--- src/shared/pipe_timing_pkg.sv ---
// Constants, types and helpers shared by the integer pipeline timing model.
// Assumes one processor bus clock; the timing figures below are counts of that clock.
`default_nettype none
package pipe_timing_pkg;
	// Field widths of the per-instruction timing descriptor and helpers.
	localparam int unsigned CALC_W = 4;
	localparam int unsigned LEAD_W = 2;
	localparam int unsigned BASE_W = 4;
	localparam int unsigned WAIT_W = 3;
	localparam int unsigned EX_W = 5;
	localparam int unsigned MCNT_W = 9;
	localparam int unsigned SLOT_W = 8;
	localparam int unsigned IPL_W = 3;
	localparam int unsigned CSEL_W = 2;
	// Lead time of the effective address load instruction.
	localparam logic [LEAD_W-1:0] EA_LOAD_LEAD_CLKS = 2'h3;
	// Saturation value of the fetch-stage wait counter.
	localparam logic [WAIT_W-1:0] WAIT_MAX = 3'h7;
	// Fixed execute clocks of the cache maintenance operations, idle excluded.
	localparam logic [MCNT_W-1:0] INV_LINE_CLKS = 9'h009;
	localparam logic [MCNT_W-1:0] INV_PAGE_CLKS = 9'h10A;
	localparam logic [MCNT_W-1:0] INV_ALL_CLKS = 9'h009;
	localparam logic [MCNT_W-1:0] PUSH_LINE_CLKS = 9'h006;
	localparam logic [MCNT_W-1:0] PUSH_HEAD_CLKS = 9'h00B;
	localparam logic [MCNT_W-1:0] PUSH_SLOTS = 9'h100;
	localparam logic [SLOT_W-1:0] PUSH_LAST_SLOT = SLOT_W'(PUSH_SLOTS - 9'h001);

	// Cache maintenance operation carried by an instruction.
	typedef enum logic [2:0] {
		op_none,
		invalidate_line_op,
		invalidate_page_op,
		invalidate_all_op,
		push_line_op,
		push_page_op,
		push_all_op
	} maint_op_t;

	// True for any cache invalidate or cache push instruction.
	function automatic logic is_maint(input maint_op_t op);
		return op != op_none;
	endfunction

	// Fixed part of a maintenance operation; cache selection plays no part.
	function automatic logic [MCNT_W-1:0] fixed_clks(input maint_op_t op);
		case (op)
		invalidate_line_op: return INV_LINE_CLKS;
		invalidate_page_op: return INV_PAGE_CLKS;
		invalidate_all_op: return INV_ALL_CLKS;
		push_line_op: return PUSH_LINE_CLKS;
		push_page_op: return PUSH_HEAD_CLKS;
		push_all_op: return PUSH_HEAD_CLKS;
		default: return 9'h001;
		endcase
	endfunction

	// Stage counts of zero are treated as one clock.
	function automatic logic [BASE_W-1:0] at_least_one(input logic [BASE_W-1:0] n);
		return (n == 4'h0) ? 4'h1 : n;
	endfunction

	// Execute clocks: base time plus whatever lead time the wait did not absorb.
	function automatic logic [EX_W-1:0] exec_len(input logic [BASE_W-1:0] base,
		input logic [LEAD_W-1:0] lead, input logic [WAIT_W-1:0] waited);
		logic [EX_W-1:0] left;
		left = (EX_W'(waited) >= EX_W'(lead)) ? 5'h00 : (EX_W'(lead) - EX_W'(waited));
		return EX_W'(base) + left;
	endfunction
endpackage
`default_nettype wire

--- src/rtl/cache_maint_sequencer.sv ---
// Execute-stage sequencer for cache invalidate and cache push instructions.
// Assumes start_i pulses once as such an instruction enters execute.
`default_nettype none
module cache_maint_sequencer
(
	input wire logic core_clk_i,
	input wire logic rst_n_i,
	input wire logic start_i,
	input wire pipe_timing_pkg::maint_op_t op_i,
	input wire logic drained_i,
	input wire logic line_dirty_i,
	input wire logic line_xfer_done_i,
	output logic busy_o,
	output logic done_o,
	output logic push_req_o,
	output logic [pipe_timing_pkg::SLOT_W-1:0] push_slot_o,
	output logic [pipe_timing_pkg::MCNT_W-1:0] idle_clks_o
);
	typedef enum logic [1:0] {st_idle, st_fixed, st_slot} seq_state_t;
	seq_state_t state;
	pipe_timing_pkg::maint_op_t op;
	logic [pipe_timing_pkg::MCNT_W-1:0] cnt;
	logic drain_seen;
	logic go;
	logic is_line;
	logic fixed_last;
	logic slot_dirty;
	logic slot_done;

	// The fixed part waits until earlier writes and prefetches are gone.
	assign go = drained_i || drain_seen;
	assign is_line = (op == pipe_timing_pkg::push_line_op);
	assign fixed_last = (state == st_fixed) && go && (cnt == 9'h001);
	assign slot_dirty = is_line || line_dirty_i;
	assign slot_done = !slot_dirty || line_xfer_done_i;
	assign busy_o = (state != st_idle);
	assign push_req_o = (state == st_slot) && slot_dirty;
	// A clean line push ends in its last fixed clock; page and all walk every slot.
	assign done_o = (fixed_last && !(op == pipe_timing_pkg::push_page_op)
		&& !(op == pipe_timing_pkg::push_all_op) && !(is_line && line_dirty_i))
		|| ((state == st_slot) && slot_done
		&& (is_line || push_slot_o == pipe_timing_pkg::PUSH_LAST_SLOT));

	// Sequence state.
	always_ff @(posedge core_clk_i or negedge rst_n_i)
	begin
		if (!rst_n_i)
			state <= st_idle;
		else
		begin
			case (state)
			st_idle:
				if (start_i)
					state <= st_fixed;
			st_fixed:
				if (fixed_last)
					state <= done_o ? st_idle : st_slot;
			st_slot:
				if (done_o)
					state <= st_idle;
			default:
				state <= st_idle;
			endcase
		end
	end

	// Fixed-clock countdown and idle counter; idle clocks do not consume the count.
	always_ff @(posedge core_clk_i or negedge rst_n_i)
	begin
		if (!rst_n_i)
		begin
			op <= pipe_timing_pkg::op_none;
			cnt <= 9'h000;
			drain_seen <= 1'b0;
			idle_clks_o <= 9'h000;
		end
		else if ((state == st_idle) && start_i)
		begin
			op <= op_i;
			cnt <= pipe_timing_pkg::fixed_clks(op_i);
			drain_seen <= 1'b0;
			idle_clks_o <= 9'h000;
		end
		else if ((state == st_fixed) && go)
		begin
			cnt <= cnt - 9'h001;
			drain_seen <= 1'b1;
		end
		else if ((state == st_fixed) && (idle_clks_o != 9'h1FF))
			idle_clks_o <= idle_clks_o + 9'h001;
	end

	// Line slot index for page and whole-cache pushes.
	always_ff @(posedge core_clk_i or negedge rst_n_i)
	begin
		if (!rst_n_i)
			push_slot_o <= 8'h00;
		else if (state != st_slot)
			push_slot_o <= 8'h00;
		else if (slot_done && !done_o)
			push_slot_o <= push_slot_o + 8'h01;
	end

	// Clocks since the operation entered execute, and whether any line was pushed.
	logic [15:0] age;
	logic saw_dirty;
	always_ff @(posedge core_clk_i or negedge rst_n_i)
	begin
		if (!rst_n_i)
		begin
			age <= 16'h0000;
			saw_dirty <= 1'b0;
		end
		else if (!busy_o)
		begin
			age <= 16'h0000;
			saw_dirty <= 1'b0;
		end
		else
		begin
			age <= age + 16'h0001;
			saw_dirty <= saw_dirty || push_req_o;
		end
	end
endmodule
`default_nettype wire

--- src/rtl/integer_pipeline_stall_timing.sv ---
// Four-stage integer pipeline occupancy: calculate, fetch, execute, write-back.
// Assumes a decoder presenting one instruction's timing per issue, and a data
// memory unit, cache and bus controller answering the request outputs.
//
// Behaviour
// - Simple instructions spend one clock in each of calculate, fetch and execute; with no write they never enter write-back.
// - False-condition trap is single-clock per stage and never drains the pipe.
// - Write-back performs its memory write only while data memory is idle.
// - An operand read from the fetch stage beats a pending write-back.
// - Lead time absorbs waiting; effective address load has three lead clocks.
// - An instruction waits in fetch while execute is busy, then runs base time.
// - Extension-word formats hold calculate for waits beyond the lead time.
// - Interrupt priority inputs are sampled every clock during cache maintenance.
// - Maintenance waits for earlier writes and prefetches; those clocks are idle.
// - Invalidate timing ignores which caches are selected.
// - Calculate is frozen while a maintenance instruction is ahead of it.
// - Line and all invalidates take 9 plus idle; page invalidate 266 plus idle.
// - Clean push takes 6 for a line, 267 for page or whole cache.
// - Dirty push adds one transfer to a line; page or all is 11 plus 256 transfers.
// - Push length follows dirty lines, transfer length and bus wait states.
// - Execute time is a lead time plus a base time.
`default_nettype none
module integer_pipeline_stall_timing
(
	input wire logic core_clk_i,
	input wire logic rst_n_i,
	input wire logic issue_valid_i,
	output logic issue_ready_o,
	input wire logic [pipe_timing_pkg::CALC_W-1:0] calc_clks_i,
	input wire logic [pipe_timing_pkg::LEAD_W-1:0] lead_clks_i,
	input wire logic [pipe_timing_pkg::BASE_W-1:0] base_clks_i,
	input wire logic ext_format_i,
	input wire logic effective_address_load_i,
	input wire logic operand_fetch_i,
	input wire logic mem_write_i,
	input wire pipe_timing_pkg::maint_op_t maint_op_i,
	input wire logic [pipe_timing_pkg::CSEL_W-1:0] cache_sel_i,
	input wire logic [pipe_timing_pkg::IPL_W-1:0] interrupt_priority_inputs_i,
	input wire logic dmu_busy_i,
	input wire logic prefetch_empty_i,
	input wire logic wbuf_empty_i,
	input wire logic line_dirty_i,
	input wire logic line_xfer_done_i,
	output logic calc_busy_o,
	output logic fetch_busy_o,
	output logic exec_busy_o,
	output logic wb_busy_o,
	output logic operand_read_o,
	output logic mem_write_o,
	output logic retire_o,
	output logic ipl_sample_o,
	output logic [pipe_timing_pkg::IPL_W-1:0] ipl_sampled_o,
	output logic maint_busy_o,
	output logic [pipe_timing_pkg::CSEL_W-1:0] maint_cache_sel_o,
	output logic push_req_o,
	output logic [pipe_timing_pkg::SLOT_W-1:0] push_slot_o,
	output logic [pipe_timing_pkg::MCNT_W-1:0] idle_clks_o
);
	// Calculate stage.
	logic ca_v;
	logic [pipe_timing_pkg::CALC_W-1:0] ca_cnt;
	logic [pipe_timing_pkg::LEAD_W-1:0] ca_lead;
	logic [pipe_timing_pkg::BASE_W-1:0] ca_base;
	logic ca_ext;
	logic ca_rd;
	logic ca_wr;
	pipe_timing_pkg::maint_op_t ca_op;
	logic [pipe_timing_pkg::CSEL_W-1:0] ca_csel;
	// Fetch stage.
	logic fe_v;
	logic [pipe_timing_pkg::WAIT_W-1:0] fe_wait;
	logic [pipe_timing_pkg::LEAD_W-1:0] fe_lead;
	logic [pipe_timing_pkg::BASE_W-1:0] fe_base;
	logic fe_rd;
	logic fe_wr;
	pipe_timing_pkg::maint_op_t fe_op;
	logic [pipe_timing_pkg::CSEL_W-1:0] fe_csel;
	// Execute stage.
	logic ex_v;
	logic [pipe_timing_pkg::EX_W-1:0] ex_cnt;
	logic ex_wr;
	pipe_timing_pkg::maint_op_t ex_op;
	// Stage movement.
	logic ca_done;
	logic ca_leave;
	logic fe_leave;
	logic fe_free;
	logic ex_maint;
	logic ex_last;
	logic ex_leave;
	logic ex_free;
	logic ext_hold;
	logic maint_ahead;
	logic wb_accept;
	logic seq_done;
	logic seq_start;
	logic drained;

	// Execute ends on its countdown, or on the sequencer for maintenance;
	// ordinary instructions, the false-condition trap included, never wait to drain.
	assign ex_maint = pipe_timing_pkg::is_maint(ex_op);
	assign ex_last = ex_v && (ex_maint ? seq_done : (ex_cnt == 5'h01));
	assign ex_leave = ex_last && (!ex_wr || wb_accept);
	assign ex_free = !ex_v || ex_leave;
	assign fe_leave = fe_v && ex_free;
	assign fe_free = !fe_v || fe_leave;

	// Extension-word formats may not run ahead further than their lead time covers.
	assign ext_hold = ca_ext && ex_v && !ex_maint
		&& (ex_cnt > (pipe_timing_pkg::EX_W'(ca_lead) + 5'h02));
	// Nothing behind a maintenance instruction may reach the caches.
	assign maint_ahead = (fe_v && pipe_timing_pkg::is_maint(fe_op)) || (ex_v && ex_maint);
	assign ca_done = ca_v && (ca_cnt == 4'h1);
	assign ca_leave = ca_done && fe_free && !ext_hold && !maint_ahead;
	assign issue_ready_o = !ca_v || ca_leave;

	// Requests and status seen outside.
	assign operand_read_o = fe_v && fe_rd && (fe_wait == 3'h0);
	assign retire_o = ex_leave;
	assign ipl_sample_o = maint_busy_o || ex_leave;
	assign calc_busy_o = ca_v;
	assign fetch_busy_o = fe_v;
	assign exec_busy_o = ex_v;
	assign seq_start = fe_leave && pipe_timing_pkg::is_maint(fe_op);
	assign drained = !wb_busy_o && prefetch_empty_i && wbuf_empty_i;

	// Calculate stage: takes an issue, counts its clocks, then holds until it may move.
	always_ff @(posedge core_clk_i or negedge rst_n_i)
	begin
		if (!rst_n_i)
		begin
			ca_v <= 1'b0;
			ca_cnt <= 4'h0;
			ca_lead <= 2'h0;
			ca_base <= 4'h0;
			ca_ext <= 1'b0;
			ca_rd <= 1'b0;
			ca_wr <= 1'b0;
			ca_op <= pipe_timing_pkg::op_none;
			ca_csel <= 2'h0;
		end
		else if (issue_valid_i && issue_ready_o)
		begin
			ca_v <= 1'b1;
			ca_cnt <= pipe_timing_pkg::at_least_one(calc_clks_i);
			ca_lead <= effective_address_load_i ? pipe_timing_pkg::EA_LOAD_LEAD_CLKS
				: lead_clks_i;
			ca_base <= pipe_timing_pkg::at_least_one(base_clks_i);
			ca_ext <= ext_format_i;
			ca_rd <= operand_fetch_i;
			ca_wr <= mem_write_i;
			ca_op <= maint_op_i;
			ca_csel <= cache_sel_i;
		end
		else if (ca_leave)
			ca_v <= 1'b0;
		else if (ca_v && (ca_cnt != 4'h1))
			ca_cnt <= ca_cnt - 4'h1;
	end

	// Fetch stage: one clock for the operand, then counts clocks spent waiting.
	always_ff @(posedge core_clk_i or negedge rst_n_i)
	begin
		if (!rst_n_i)
		begin
			fe_v <= 1'b0;
			fe_wait <= 3'h0;
			fe_lead <= 2'h0;
			fe_base <= 4'h0;
			fe_rd <= 1'b0;
			fe_wr <= 1'b0;
			fe_op <= pipe_timing_pkg::op_none;
			fe_csel <= 2'h0;
		end
		else if (ca_leave)
		begin
			fe_v <= 1'b1;
			fe_wait <= 3'h0;
			fe_lead <= ca_lead;
			fe_base <= ca_base;
			fe_rd <= ca_rd;
			fe_wr <= ca_wr;
			fe_op <= ca_op;
			fe_csel <= ca_csel;
		end
		else if (fe_leave)
			fe_v <= 1'b0;
		else if (fe_v && (fe_wait != pipe_timing_pkg::WAIT_MAX))
			fe_wait <= fe_wait + 3'h1;
	end

	// Execute stage: the lead time is spent first by any wait in fetch.
	always_ff @(posedge core_clk_i or negedge rst_n_i)
	begin
		if (!rst_n_i)
		begin
			ex_v <= 1'b0;
			ex_cnt <= 5'h00;
			ex_wr <= 1'b0;
			ex_op <= pipe_timing_pkg::op_none;
			maint_cache_sel_o <= 2'h0;
		end
		else if (fe_leave)
		begin
			ex_v <= 1'b1;
			ex_cnt <= pipe_timing_pkg::exec_len(fe_base, fe_lead, fe_wait);
			ex_wr <= fe_wr;
			ex_op <= fe_op;
			maint_cache_sel_o <= fe_csel;
		end
		else if (ex_leave)
			ex_v <= 1'b0;
		else if (ex_v && (ex_cnt != 5'h01))
			ex_cnt <= ex_cnt - 5'h01;
	end

	// Interrupt priority capture: every clock in maintenance, else per boundary.
	always_ff @(posedge core_clk_i or negedge rst_n_i)
	begin
		if (!rst_n_i)
			ipl_sampled_o <= 3'h0;
		else if (ipl_sample_o)
			ipl_sampled_o <= interrupt_priority_inputs_i;
	end

	// A single write-back entry; its arbitration keeps operand reads first.
	writeback_arbiter u_wb
	(
		.core_clk_i(core_clk_i),
		.rst_n_i(rst_n_i),
		.load_i(ex_leave && ex_wr),
		.dmu_busy_i(dmu_busy_i),
		.read_req_i(operand_read_o),
		.accept_o(wb_accept),
		.pending_o(wb_busy_o),
		.write_o(mem_write_o)
	);

	// Cache maintenance timing; it never sees the cache selection.
	cache_maint_sequencer u_maint
	(
		.core_clk_i(core_clk_i),
		.rst_n_i(rst_n_i),
		.start_i(seq_start),
		.op_i(fe_op),
		.drained_i(drained),
		.line_dirty_i(line_dirty_i),
		.line_xfer_done_i(line_xfer_done_i),
		.busy_o(maint_busy_o),
		.done_o(seq_done),
		.push_req_o(push_req_o),
		.push_slot_o(push_slot_o),
		.idle_clks_o(idle_clks_o)
	);

	// Expected fetch-wait plus execute clocks, kept apart from the countdown.
	logic [pipe_timing_pkg::EX_W-1:0] chk_age;
	logic [pipe_timing_pkg::EX_W-1:0] chk_total;
	always_ff @(posedge core_clk_i or negedge rst_n_i)
	begin
		if (!rst_n_i)
		begin
			chk_age <= 5'h00;
			chk_total <= 5'h00;
		end
		else if (fe_leave)
		begin
			chk_age <= pipe_timing_pkg::EX_W'(fe_wait);
			chk_total <= pipe_timing_pkg::EX_W'(fe_base) + ((fe_wait > 3'(fe_lead))
				? pipe_timing_pkg::EX_W'(fe_wait) : pipe_timing_pkg::EX_W'(fe_lead));
		end
		else if (ex_v && (chk_age != 5'h1F))
			chk_age <= chk_age + 5'h01;
	end
endmodule
`default_nettype wire

--- src/rtl/writeback_arbiter.sv ---
// Write-back stage holding one pending memory write and its data memory arbitration.
// Assumes read_req_i is the fetch stage's operand read for the current clock.
`default_nettype none
module writeback_arbiter
(
	input wire logic core_clk_i,
	input wire logic rst_n_i,
	input wire logic load_i,
	input wire logic dmu_busy_i,
	input wire logic read_req_i,
	output logic accept_o,
	output logic pending_o,
	output logic write_o
);
	// The write goes out only when the memory is idle and no operand read competes.
	assign write_o = pending_o && !dmu_busy_i && !read_req_i;
	assign accept_o = !pending_o || write_o;

	// One entry is enough: execute stalls on a second write rather than losing it.
	always_ff @(posedge core_clk_i or negedge rst_n_i)
	begin
		if (!rst_n_i)
			pending_o <= 1'b0;
		else if (load_i)
			pending_o <= 1'b1;
		else if (write_o)
			pending_o <= 1'b0;
	end
endmodule
`default_nettype wire

--- config.mk ---
export PLATFORM = sky130hd
export DESIGN_NAME = integer_pipeline_stall_timing
export DESIGN_NICKNAME = d
export VERILOG_FILES = /design/src/shared/pipe_timing_pkg.sv /design/src/rtl/cache_maint_sequencer.sv /design/src/rtl/integer_pipeline_stall_timing.sv /design/src/rtl/writeback_arbiter.sv
export SDC_FILE = /design/constraint.sdc
export NUM_CORES = 1
export LEC_CHECK = 0
export ABC_AREA = 1
export BUFFER_PORTS_ARGS = -buffer_cell sky130_fd_sc_hd__buf_2
export CAP_MARGIN = 40
export CORE_MARGIN = 3
export CORE_UTILIZATION = 55
export CTS_CLUSTER_DIAMETER = 100
export DETAILED_ROUTE_END_ITERATION = 16
export MAX_ROUTING_LAYER = met4
export PLACE_DENSITY = 0.81
export SETUP_SLACK_MARGIN = 0.05
export SKIP_CTS_REPAIR_TIMING = 1
export SYNTH_ARGS = -nofsm -noshare
export SYNTH_HDL_FRONTEND = slang
export SYNTH_HIERARCHICAL = 1
export SYNTH_SLANG_ARGS = --single-unit
--- constraint.sdc ---
create_clock -name core_clk_i -period 3.2 [get_ports core_clk_i]
set_input_delay 0 -clock core_clk_i [delete_from_list [all_inputs] [get_ports core_clk_i]]
set_output_delay 0 -clock core_clk_i [all_outputs]
set_load 0.005 [all_outputs]
Word level (Yosys, flattened, before mapping)
Cells that the tools add are included.

storage, ports and cells
  memories = 0
  logic and storage cells = 192
  output and inout bits = 33
  memory bits (read-only) = 0
  bits in registers = 84
  bits of input ports = 30
  latch bits = 0
  memory bits (writable) = 0

cells by class
  eq/ne operators = 27
  magnitude comparators = 2
  reduce and logical (&&, ||, !) cells = 87
  multiply operators = 0
  shift-type cells = 0
  divide/modulo/power cells = 0
  bitwise operators = 0
  multiplexer cells = 37
  add/subtract/negate cells = 9

operator list
  kind                                               number
  2-to-1 mux 9 bit                                   5
  logical AND 1 bit                                  36
  one-hot mux 9 bit (4 select lines)                 1
  nonzero test 2 bit                                 11
  2-to-1 mux 4 bit                                   5
  2-to-1 mux 5 bit                                   4
  == test 3 bit (second input constant)              6
  2-to-1 mux 8 bit                                   2
  zero test 1 bit                                    15
  logical OR 1 bit                                   12
  2-to-1 mux 1 bit                                   11
  2-to-1 mux 2 bit                                   5
  != test 2 bit (second input constant)              5
  adder 9 x 1 -> 9 bit (second input constant)       1
  == test 9 x 1 -> 1 bit (second input constant)     1
  2-to-1 mux 3 bit                                   3
  != test 9 bit (second input constant)              1
  subtractor 9 x 1 -> 9 bit (second input constant)  1
  adder 8 x 1 -> 8 bit (second input constant)       1
  == test 8 bit (second input constant)              1
  zero test 4 bit                                    2
  AND reduction 2 bit                                4
  == test 3 x 2 -> 1 bit (second input constant)     2
  != test 2 x 1 -> 1 bit (second input constant)     3
  other kinds (22)                                   24

Depth between registers and ports, before layout
Gate-level depths: netlist of run 1.

  depth in word-level cells = 23
  mapped depth = 21

By module
The synthesis of run 1 kept the hierarchy.

by module, submodules not included
  module                         times used  area an instance (um2)  cells an instance
  integer_pipeline_stall_timing  1           2768.9                  327
  cache_maint_sequencer          1           1884.3                  242
  writeback_arbiter              1           48.8                    5

Worst setup path before layout of run 1
Ideal clock, no wire load.

  kind = flip-flop to flip-flop
  from = register fe_wait[0] (netlist bit)
  to = register ex_cnt[4] (netlist bit)
  arrival = 2262 ps
  stages on the path, launching flop included = 15
  path buffers = 0
  data required time = 3074 ps
  library setup time = 126 ps
  setup slack = 811 ps
  path through = dfrtp_1 > ha_1 > inv_1 > fa_1 > ha_1 > nand2_1 > nor2_1 > ha_1 > inv_1 > fa_1 > o21ai_0 > a21oi_1 > xnor2_1 > o21ai_0 > o21ai_0

on the way
  cells in the longest elaborated chain, start to end = 11
  elaborated cells on any way between the ends = 17
  classes of those cells = 2 x add/sub; 1 x order compare; 1 x eq/ne; 2 x mux; 11 x reduce/logical

ends and longest elaborated chain
  item                                                           line                                  source
  start: declaration                                             integer_pipeline_stall_timing.sv:71   logic [pipe_timing_pkg::WAIT_W-1:0] fe_wait;
  start signal: assignment                                       integer_pipeline_stall_timing.sv:189  fe_wait <= fe_wait + 3'h1;
  branches (longest 11 deep; another with adder 4 x 5 -> 5 bit)  -
  end signal: assignment                                         integer_pipeline_stall_timing.sv:206  ex_cnt <= pipe_timing_pkg::exec_len(fe_base, fe_lead, fe_wait);
  end signal: assignment                                         integer_pipeline_stall_timing.sv:214  ex_cnt <= ex_cnt - 5'h01;
  end: declaration                                               integer_pipeline_stall_timing.sv:80   logic [pipe_timing_pkg::EX_W-1:0] ex_cnt;

Several ways; the timed one is not identified.
A chain may end at the register's enable or synchronous reset.

Worst setup path after layout of run 1
  from = register u_maint/cnt[1] (netlist bit)
  to = register u_maint/cnt[0] (netlist bit)

on the way
  cells in the longest elaborated chain, start to end = 14
  elaborated cells on any way between the ends = 15
  classes of those cells = 1 x eq/ne; 2 x mux; 12 x reduce/logical

ends and longest elaborated chain
  item                                                           line                                  source
  start: declaration                                             cache_maint_sequencer.sv:22           logic [pipe_timing_pkg::MCNT_W-1:0] cnt;
  start signal: assignment                                       cache_maint_sequencer.sv:80           cnt <= pipe_timing_pkg::fixed_clks(op_i);
  start signal: assignment                                       cache_maint_sequencer.sv:86           cnt <= cnt - 9'h001;
  == test 9 x 1 -> 1 bit *                                       cache_maint_sequencer.sv:33           assign fixed_last = (state == st_fixed) && go && (cnt == 9'h001);
  logical AND 1 bit *                                            cache_maint_sequencer.sv:33
  logical AND 1 bit *                                            cache_maint_sequencer.sv:39           assign done_o = (fixed_last && !(op == pipe_timing_pkg::push_page_op)
  logical AND 1 bit * (2 in a row)                               cache_maint_sequencer.sv:40           && !(op == pipe_timing_pkg::push_all_op) && !(is_line && line_dirty_i))
  logical OR 1 bit *                                             cache_maint_sequencer.sv:41           || ((state == st_slot) && slot_done
  named net seq_done                                             integer_pipeline_stall_timing.sv:95   logic seq_done;
  2-to-1 mux 1 bit *                                             integer_pipeline_stall_timing.sv:102  assign ex_last = ex_v && (ex_maint ? seq_done : (ex_cnt == 5'h01));
  logical AND 1 bit *                                            integer_pipeline_stall_timing.sv:102
  logical AND 1 bit *                                            integer_pipeline_stall_timing.sv:103  assign ex_leave = ex_last && (!ex_wr || wb_accept);
  logical OR 1 bit *                                             integer_pipeline_stall_timing.sv:104  assign ex_free = !ex_v || ex_leave;
  logical AND 1 bit *                                            integer_pipeline_stall_timing.sv:105  assign fe_leave = fe_v && ex_free;
  logical AND 1 bit *                                            integer_pipeline_stall_timing.sv:124  assign seq_start = fe_leave && pipe_timing_pkg::is_maint(fe_op);
  named net seq_start                                            integer_pipeline_stall_timing.sv:96   logic seq_start;
  logical AND 1 bit *                                            cache_maint_sequencer.sv:77           else if ((state == st_idle) && start_i)
  2-to-1 mux 9 bit / nonzero test 2 bit (equally long branches)  -

Mark *: on every way through the listed nets, which the timed path passes. The rest lies on a longest branch.

==> impl_metrics.ini, run 1 <==
[run_status]
status = finished, violations left
violations = hold timing

[setup_path]
end_kind = flop
crit_required_ns = 3.44
startpoint_type = flop
cp.arrival_ns = 3.09
crit_type = flop to flop
crit_fanout = 11

[clock_tree]
cts-buffers-inserted = 9
cts_tree = built
cts-root-buf = clkbuf_8
clk_pin_slew_ns = 0.09
htree_levels = 3
clock_latency_ns = 0.35
cts_buffer_depth = 2
clock-sinks = 84

[timing]
finalCritPeriodShare = 0.891
hold_slack_ns = -0.00582
worst_pin_slew_ns = 0.449
worst_slack_ns = 0.349
hold_viol = 1
period_minus_slack_ns = 2.85
skew_ns = 0.0124
fmax_ghz = 0.351
setup_viol = 0
slew_headroom = 0.700
grt_setup_unrepaired = false
slew_viol_final = 0
fin_tns_setup_ns = 0

[final_layout]
stdcell_count = 774
finish.net_count = 719
final_cell_mix = nand2_1 (150), dfrtp_1 (84), inv_1 (77), buf_2 (61), nor2_1 (49)
final_core_util = 0.675
layout_commonest_cell = nand2_1
area_growth_pct = 18.6
fillerInstances = 672
diodes = 0
layout-drive-gt1-share = 0.188

[floorplan]
rows = 33
start_util = 0.569
ioPinCount = 63
dieArea_mm2 = 0.00969
core_mm2 = 0.00826
die_h_um = 98.5
die_x_um = 98.5

[global_route]
first_global_vias = 3832
grt_pass1_wl_um = 18000
grt.overflow.total = 0
grt_max_degree = 66
antenna_found_initial = 0
track_usage = 0.235

[job]
max_cap_violations = 0

[synth]
synthDistinctLibCells = 46
yosysSeqAreaShare = 0.447
netlist_area_mm2 = 0.00470
ys_seq_elements = 84
avgSynthCellArea_um2 = 8.19
syn-num-nets = 628
syn-instance-count = 574
ys_warn_count = 6

[route]
dr.pass1.iters = 6
drc = 0
vias_per_cell = 5.31
vias = 4111
wl_um = 10800
ant_nets = 0
wire_per_inst_um = 14.0
drtIter0Drc = 335

[min_path]
hp-class = primary input to flop

[place]
dp_hpwl_um = 7810
place_congestion = 0.909
place_inst = 735
numPortBuffers = 62
preCtsSetupSlack_ns = 0.410

[pwr]
cellPowerDensity_mw_per_mm2 = 901
p_leak_nw = 2.92
ir_drop_mv = 0.544
[where the power goes]
group / internal [mW] / total (mW) / switching (mW)
Sequential: 1.50 / 1.86 / 0.359
Clock: 0.459 / 0.843 / 0.384
Combinational: 0.921 / 2.32 / 1.40
[synthesized netlist by cell type, drive strengths merged]
cell type,number,share of area
o211ai,2,0.0032
nand3b,1,0.0016
mux2,3,0.0072
o221ai,1,0.0019
nor2,54,0.047
nand3,37,0.048
a32o,2,0.0043
nand4,5,0.0067
nor3,6,0.0064
xor2,8,0.015
a21o,1,0.0016
xnor2,6,0.011
ha,22,0.059
o21ai,61,0.076
nor3b,2,0.0032
o22ai,1,0.0013
a21oi,19,0.022
clkinv,1,0.00080
clkbuf,3,0.0045
inv,85,0.069
buf,7,0.013
a31oi,1,0.0013
dfrtp,84,0.45
o31ai,1,0.0016
nand2,155,0.13
a211oi,1,0.0016
a31o,1,0.0019
fa,2,0.0085
o221a,1,0.0024
or2,1,0.0013
[cell families after synthesis]
| group | Yosys count | share of synthesized area |
|---|---|---|
| flops | 84 | 0.447 |
| mux | 3 | 0.00718 |
| simple gates | 261 | 0.247 |
| fa+ha+maj | 24 | 0.0671 |
| buf+inv | 96 | 0.0867 |
| xor+xnor | 14 | 0.0261 |
| compound gates | 92 | 0.119 |
[path summary, 6_finish.rpt]
kind,slack [ns],start,endpoint,cells past startpoint
worst max-delay path,0.35,u_maint/cnt[1]$_DFFE_PN0P_,u_maint/cnt[0]$_DFFE_PN0P_,20
worst min-delay path,-0.006,calc_clks_i[3],ca_cnt[3]$_DFFE_PN0P_,5
worst max register to register,0.35,u_maint/cnt[1]$_DFFE_PN0P_,u_maint/cnt[0]$_DFFE_PN0P_,20
worst min register to register,0.48,fe_csel[1]$_DFFE_PN0P_,maint_cache_sel_o[1]$_DFFE_PN0P_,2
max in group asynchronous,2.53,rst_n_i,ipl_sampled_o[1]$_DFFE_PN0P_,3
min in group asynchronous,0.06,rst_n_i,ca_lead[0]$_DFFE_PN0P_,2
[registers in the layout, indices dropped and copies added (netlist names), 4 cells and up]
signal,cells
ca_base,4
ca_cnt,4
ex_cnt,5
fe_base,4
u_maint/cnt,9
u_maint/idle_clks_o,9
u_maint/push_slot_o,8
[metal layers]
metal | vias to the layer above | share of wire | global-route usage
li1 | 2021 | - | -
met2 | 134 | 0.48 | 0.352
met5 | - | 0 | -
met4 | 0 | 0.023 | 0.0851
met3 | 21 | 0.049 | 0.0368
met1 | 1935 | 0.45 | 0.327
[critical path: stages, from the launching register on]
cell and delay (ns):
dfrtp_1 0.38, inv_1 0.10, ha_1 0.15, inv_1 0.04
nor2_1 0.08, nand2_1 0.05, nor2_1 0.13, nand3_1 0.15
nand2_1 0.15, inv_1 0.06, nand2_1 0.08, nand3_2 0.13
nand2_1 0.13, inv_1 0.07, nor2_1 0.14, nand3_2 0.18
buf_4 0.23, o31ai_1 0.24, inv_1 0.10, nand2_1 0.06
o21ai_0 0.07
[final cells by class]
| class | instances | area [µm²] | area share |
|---|---|---|---|
| clock buffers | 10 | 138 | 0.0247 |
| clock inverters | 5 | 83.8 | 0.0150 |
| inverters | 86 | 328 | 0.0588 |
| multi-input cells | 394 | 2190 | 0.393 |
| flip-flops and latches | 84 | 2100 | 0.377 |
| well taps | 105 | 131 | 0.0236 |
| repair buffers | 90 | 601 | 0.108 |
[stage by stage]
stage / total power [mW] / cell area (µm²)
finish: 5.02 / 5580
global route: 5.47 / 5580
CTS: 5.00 / 5340
detailed placement: 4.12 / 5120
global placement: 3.97 / 5090
floorplan: 3.47 / 4700
Note: power is estimated with default switching activity, not from simulation.
==> run 2: changes to the inputs <==
Settings changed: CELL_PAD_IN_SITES_DETAIL_PLACEMENT set to 1, CELL_PAD_IN_SITES_GLOBAL_PLACEMENT set to 2, CORE_UTILIZATION 55 to 34, PLACE_DENSITY 0.81 to 0.83.
==> impl_metrics.ini, run 2 (same netlist as run 1, synthesis figures left out) <==
[place]
place_congestion = 0.794
dp_hpwl_um = 8960
preCtsSetupSlack_ns = 0.423
numPortBuffers = 62
dpl-instance-area_mm2 = 0.00520

[floorplan]
start_util = 0.351
die_x_um = 124
core_mm2 = 0.0134
die_h_um = 124
rows = 42
dieArea_mm2 = 0.0153
ioPinCount = 63

[timing]
fmax_ghz = 0.372
setup_viol = 0
hold_viol = 1
slew_headroom = 0.462
hold_slack_ns = -0.0283
period_minus_slack_ns = 2.69
finalCritPeriodShare = 0.841
worst_pin_slew_ns = 0.807
worst_slack_ns = 0.509
slew_viol_final = 0
grt_setup_unrepaired = false
skew_ns = 0.00909
fin_tns_setup_ns = 0

[route]
vias = 4000
vias_per_cell = 4.73
drtIter0Drc = 177
ant_nets = 0
dr.pass1.iters = 4
wl_um = 11900
drc = 0
wire_per_inst_um = 14.1

[final_layout]
final_cell_mix = nand2_1 (150), dfrtp_1 (84), inv_1 (77), buf_2 (61), nor2_1 (49)
area_growth_pct = 21.7
diodes = 0
layout_commonest_cell = nand2_1
finish.net_count = 718
layout-drive-gt1-share = 0.190
final_area_mm2 = 0.00572
top_regs = u_maint/cnt x9, u_maint/idle_clks_o x9, u_maint/push_slot_o x8

[run_status]
status = finished, violations left
violations = hold timing

[global_route]
met1_usage = 0.199
grt_use_met2 = 0.281
antenna_found_initial = 0
track_usage = 0.167
grt_max_degree = 63
grt-busiest-layer = met2
grt_pass1_wl_um = 19500
first_global_vias = 4128
grtUsageMet3 = 0.0368
grt.overflow.total = 0

[setup_path]
crit_fanout = 26
r2r_start = u_maint/cnt[1]$_DFFE_PN0P_
crit_path_frequent_cell = nand2_1
cp.arrival_ns = 2.92
crit_chain = inv_1, ha_1, inv_1, nor2_1, nand2_1, nor2_1, nand3_1, nand2_1, inv_1, nand2_1, nand3_2, nand3_2, nand2_4, nand2_4, nand2_8, inv_4, nand2_1, nand2_1, nand2_1
crit_type = flop to flop
cpMaxStageDelayCell = dfrtp_1
end_kind = flop
crit_required_ns = 3.43
max_stage_delay_ns = 0.37
rrSetupSlack_ns = 0.51
worstRegToRegCells = 19
worst_r2r_endpoint = ca_cnt[2]$_DFFE_PN0P_
startpoint_type = flop

[pwr]
p_leak_nw = 2.94
ir_drop_mv = 0.445
cellPowerDensity_mw_per_mm2 = 911

[min_path]
min-delay-start = calc_clks_i[2]
hold_path_end = ca_cnt[2]$_DFFE_PN0P_
hp-class = primary input to flop
whs_path_depth = 5

[job]
max_cap_violations = 0

[clock_tree]
clock-sinks = 84
cts_buffer_depth = 2
htree_levels = 3
cts-buffers-inserted = 9
clock_latency_ns = 0.34
cts_tree = built
clk_pin_slew_ns = 0.06
cts-root-buf = clkbuf_16
==> run 2: how the worst max path moves through the flow <==
stage	start	end	slack (ns)	cells past startpoint
after floorplan	fe_wait[0]$_DFFE_PN0P_	ex_cnt[4]$_DFFE_PN0P_	0.81	14
after global placement	u_maint/cnt[1]$_DFFE_PN0P_	u_maint/idle_clks_o[3]$_DFFE_PN0P_	0.54	21
after detailed placement	u_maint/cnt[1]$_DFFE_PN0P_	u_maint/idle_clks_o[2]$_DFFE_PN0P_	0.42	21
after CTS	u_maint/cnt[1]$_DFFE_PN0P_	u_maint/idle_clks_o[2]$_DFFE_PN0P_	0.42	21
after global routing	u_maint/cnt[1]$_DFFE_PN0P_	u_maint/idle_clks_o[2]$_DFFE_PN0P_	0.09	21
final	u_maint/cnt[1]$_DFFE_PN0P_	ca_cnt[2]$_DFFE_PN0P_	0.51	19
==> run 2: where the power goes <==
group / total [mW] / internal, mW / switching, mW / leakage (nW)
clock: 1.06 / 0.627 / 0.430 / 0.138
combinational: 2.31 / 0.915 / 1.40 / 1.75
sequential: 1.85 / 1.50 / 0.348 / 1.05
==> run 2: layout make-up <==
class                   instances  area, µm²
fillers                      1628       7680
multi-input cells             394       2200
flip-flops and latches         84       2100
repair buffers                 89        568
inverters                      86        330
clock buffers                  11        243
well taps                     176        220
clock inverters                 5       61.3
==> run 2: through the flow <==
stage               power, mW   util  std cells
floorplan                3.47      -        574
global placement         4.05  0.388        808
detailed placement       4.18  0.388        808
CTS                      5.28  0.411        824
global route             5.74  0.427        845
finish                   5.21  0.427        845
==> run 2: routing by layer <==
layer	part of all wire	wire, µm	vias to the layer above
met5	0	0	-
met4	0.014	169	0
met3	0.032	382	11
met2	0.50	5990	44
met1	0.45	5340	1926
li1	-	-	2019
==> run 2: critical path: cells and delay by family, from the launching register on <==
| family | cells | cell delay [ns] |
|---|---|---|
| flip-flops | 1 | 0.37 |
| AND/OR/NAND/NOR | 14 | 1.59 |
| buffers and inverters | 4 | 0.44 |
| adder cells (fa/ha/maj) | 1 | 0.15 |
==> run 3: changes to the inputs <==
Settings changed: CORE_UTILIZATION 34 to 31, PLACE_DENSITY 0.83 to 0.8.
Clock period 3.2 ns to 2.2 ns, I/O delays scaled along.
==> impl_metrics.ini, run 3 (same netlist as run 1, synthesis figures left out) <==
[run_status]
status = finished, violations left
violations = hold timing, setup timing

[route]
vias = 4390
dr.pass1.iters = 4
vias_per_cell = 4.77
drc = 0
drtIter0Drc = 110
wire_per_inst_um = 15.2
wl_um = 14000
ant_nets = 0

[setup_path]
startpoint_type = flop
r2r_start = fe_wait[0]$_DFFE_PN0P_
crit_type = flop to flop
worstRegToRegCells = 14
end_kind = flop
crit_fanout = 3
worst_r2r_endpoint = ex_cnt[4]$_DFFE_PN0P_
cp.arrival_ns = 2.59
rrSetupSlack_ns = -0.16
crit_required_ns = 2.43

[global_route]
first_global_vias = 4451
track_usage = 0.165
grt.overflow.total = 0
grt_pass1_wl_um = 21500
antenna_found_initial = 0
grt_max_degree = 54

[floorplan]
dieArea_mm2 = 0.0167
die_h_um = 129
core_mm2 = 0.0147
start_util = 0.320
rows = 44
ioPinCount = 63
die_x_um = 129

[final_layout]
layout_commonest_cell = nand2_1
stdcell_count = 921
seqCellArea_mm2 = 0.00210
multi_input_area_mm2 = 0.00260
area_growth_pct = 44.2
diodes = 0
fillerInstances = 1721
finish.net_count = 787
layout-drive-gt1-share = 0.383
top_regs = u_maint/cnt x9, u_maint/idle_clks_o x9, u_maint/push_slot_o x8
final_cell_mix = nand2_1 (125), dfrtp_1 (84), inv_1 (62), buf_2 (60), buf_4 (57)

[pwr]
p_leak_nw = 3.39
ir_drop_mv = 0.682
total_power_mw = 9.26
cellPowerDensity_mw_per_mm2 = 1370

[min_path]
min-delay-start = calc_clks_i[2]
hp-class = primary input to flop
hold_path_end = ca_cnt[2]$_DFFE_PN0P_
whs_path_depth = 5

[timing]
worst_pin_slew_ns = 0.485
worst_slack_ns = -0.156
hold_viol = 2
grt_setup_unrepaired = true
slew_viol_final = 0
slew_headroom = 0.676
skew_ns = 0.00953
fmax_ghz = 0.424
hold_slack_ns = -0.0456
finalCritPeriodShare = 1.07
setup_viol = 22
period_minus_slack_ns = 2.36

[clock_tree]
htree_levels = 3
clock-sinks = 84
clk_pin_slew_ns = 0.06
clock_latency_ns = 0.34
cts-root-buf = clkbuf_16
cts_tree = built
cts-buffers-inserted = 9
cts_buffer_depth = 2

[place]
dp_hpwl_um = 9830
numPortBuffers = 62
place_inst = 866
preCtsSetupSlack_ns = -0.266
place_congestion = 0.796

[job]
max_cap_violations = 0
## run 3: worst max-delay path: stages (launching register included)
cell	delay (ns)
dfrtp_1	0.40
ha_2	0.19
inv_2	0.06
fa_2	0.21
ha_4	0.15
nand2_4	0.06
nor2_4	0.11
ha_4	0.14
inv_2	0.04
fa_2	0.35
o21ai_2	0.15
a21oi_2	0.07
xnor2_1	0.12
o21ai_1	0.12
o21ai_1	0.07
## run 3: where the power goes
part / switching [mW] / total, mW / internal, mW
Clock: 0.605 / 1.42 / 0.818
Sequential: 0.513 / 2.69 / 2.18
Combinational: 2.76 / 5.14 / 2.38
## run 3: stage by stage
stage	TNS [ns]	instance area, µm²	utilization
2_1_floorplan	-0.173	4770	-
3_3_place_gp	-2.25	5690	0.387
3_5_place_dp	-5.47	5690	0.387
4_1_cts	-7.41	5960	0.405
5_1_grt	-8.22	6780	0.461
6_report	-1.58	6780	0.461
## run 3: per-layer routing
metal,vias up,share of wire,global-route usage
li1,2154,-,-
met1,2158,0.42,0.195
met2,63,0.53,0.285
met3,15,0.036,0.0425
met4,0,0.014,0.0371
met5,-,0,-
## run 3: cell type report
class / count / area share
multi-input combinational: 394 / 0.383
sequential: 84 / 0.310
timing repair buffer: 158 / 0.183
inverter: 86 / 0.0502
clock buffer: 13 / 0.0384
tap: 184 / 0.0339
clock inverter: 2 / 0.00148
## run 3: worst max-delay path by stage
stage / from / end / depth (start not counted)
final: fe_wait[0]$_DFFE_PN0P_ / ex_cnt[4]$_DFFE_PN0P_ / 14
after global routing: fe_wait[0]$_DFFE_PN0P_ / u_maint/idle_clks_o[5]$_DFFE_PN0P_ / 19
after CTS: u_maint/cnt[1]$_DFFE_PN0P_ / u_maint/idle_clks_o[3]$_DFFE_PN0P_ / 21
after detailed placement: u_maint/cnt[1]$_DFFE_PN0P_ / u_maint/idle_clks_o[3]$_DFFE_PN0P_ / 21
after global placement: u_maint/cnt[1]$_DFFE_PN0P_ / u_maint/cnt[0]$_DFFE_PN0P_ / 21
after floorplan: fe_wait[0]$_DFFE_PN0P_ / ex_cnt[4]$_DFFE_PN0P_ / 14
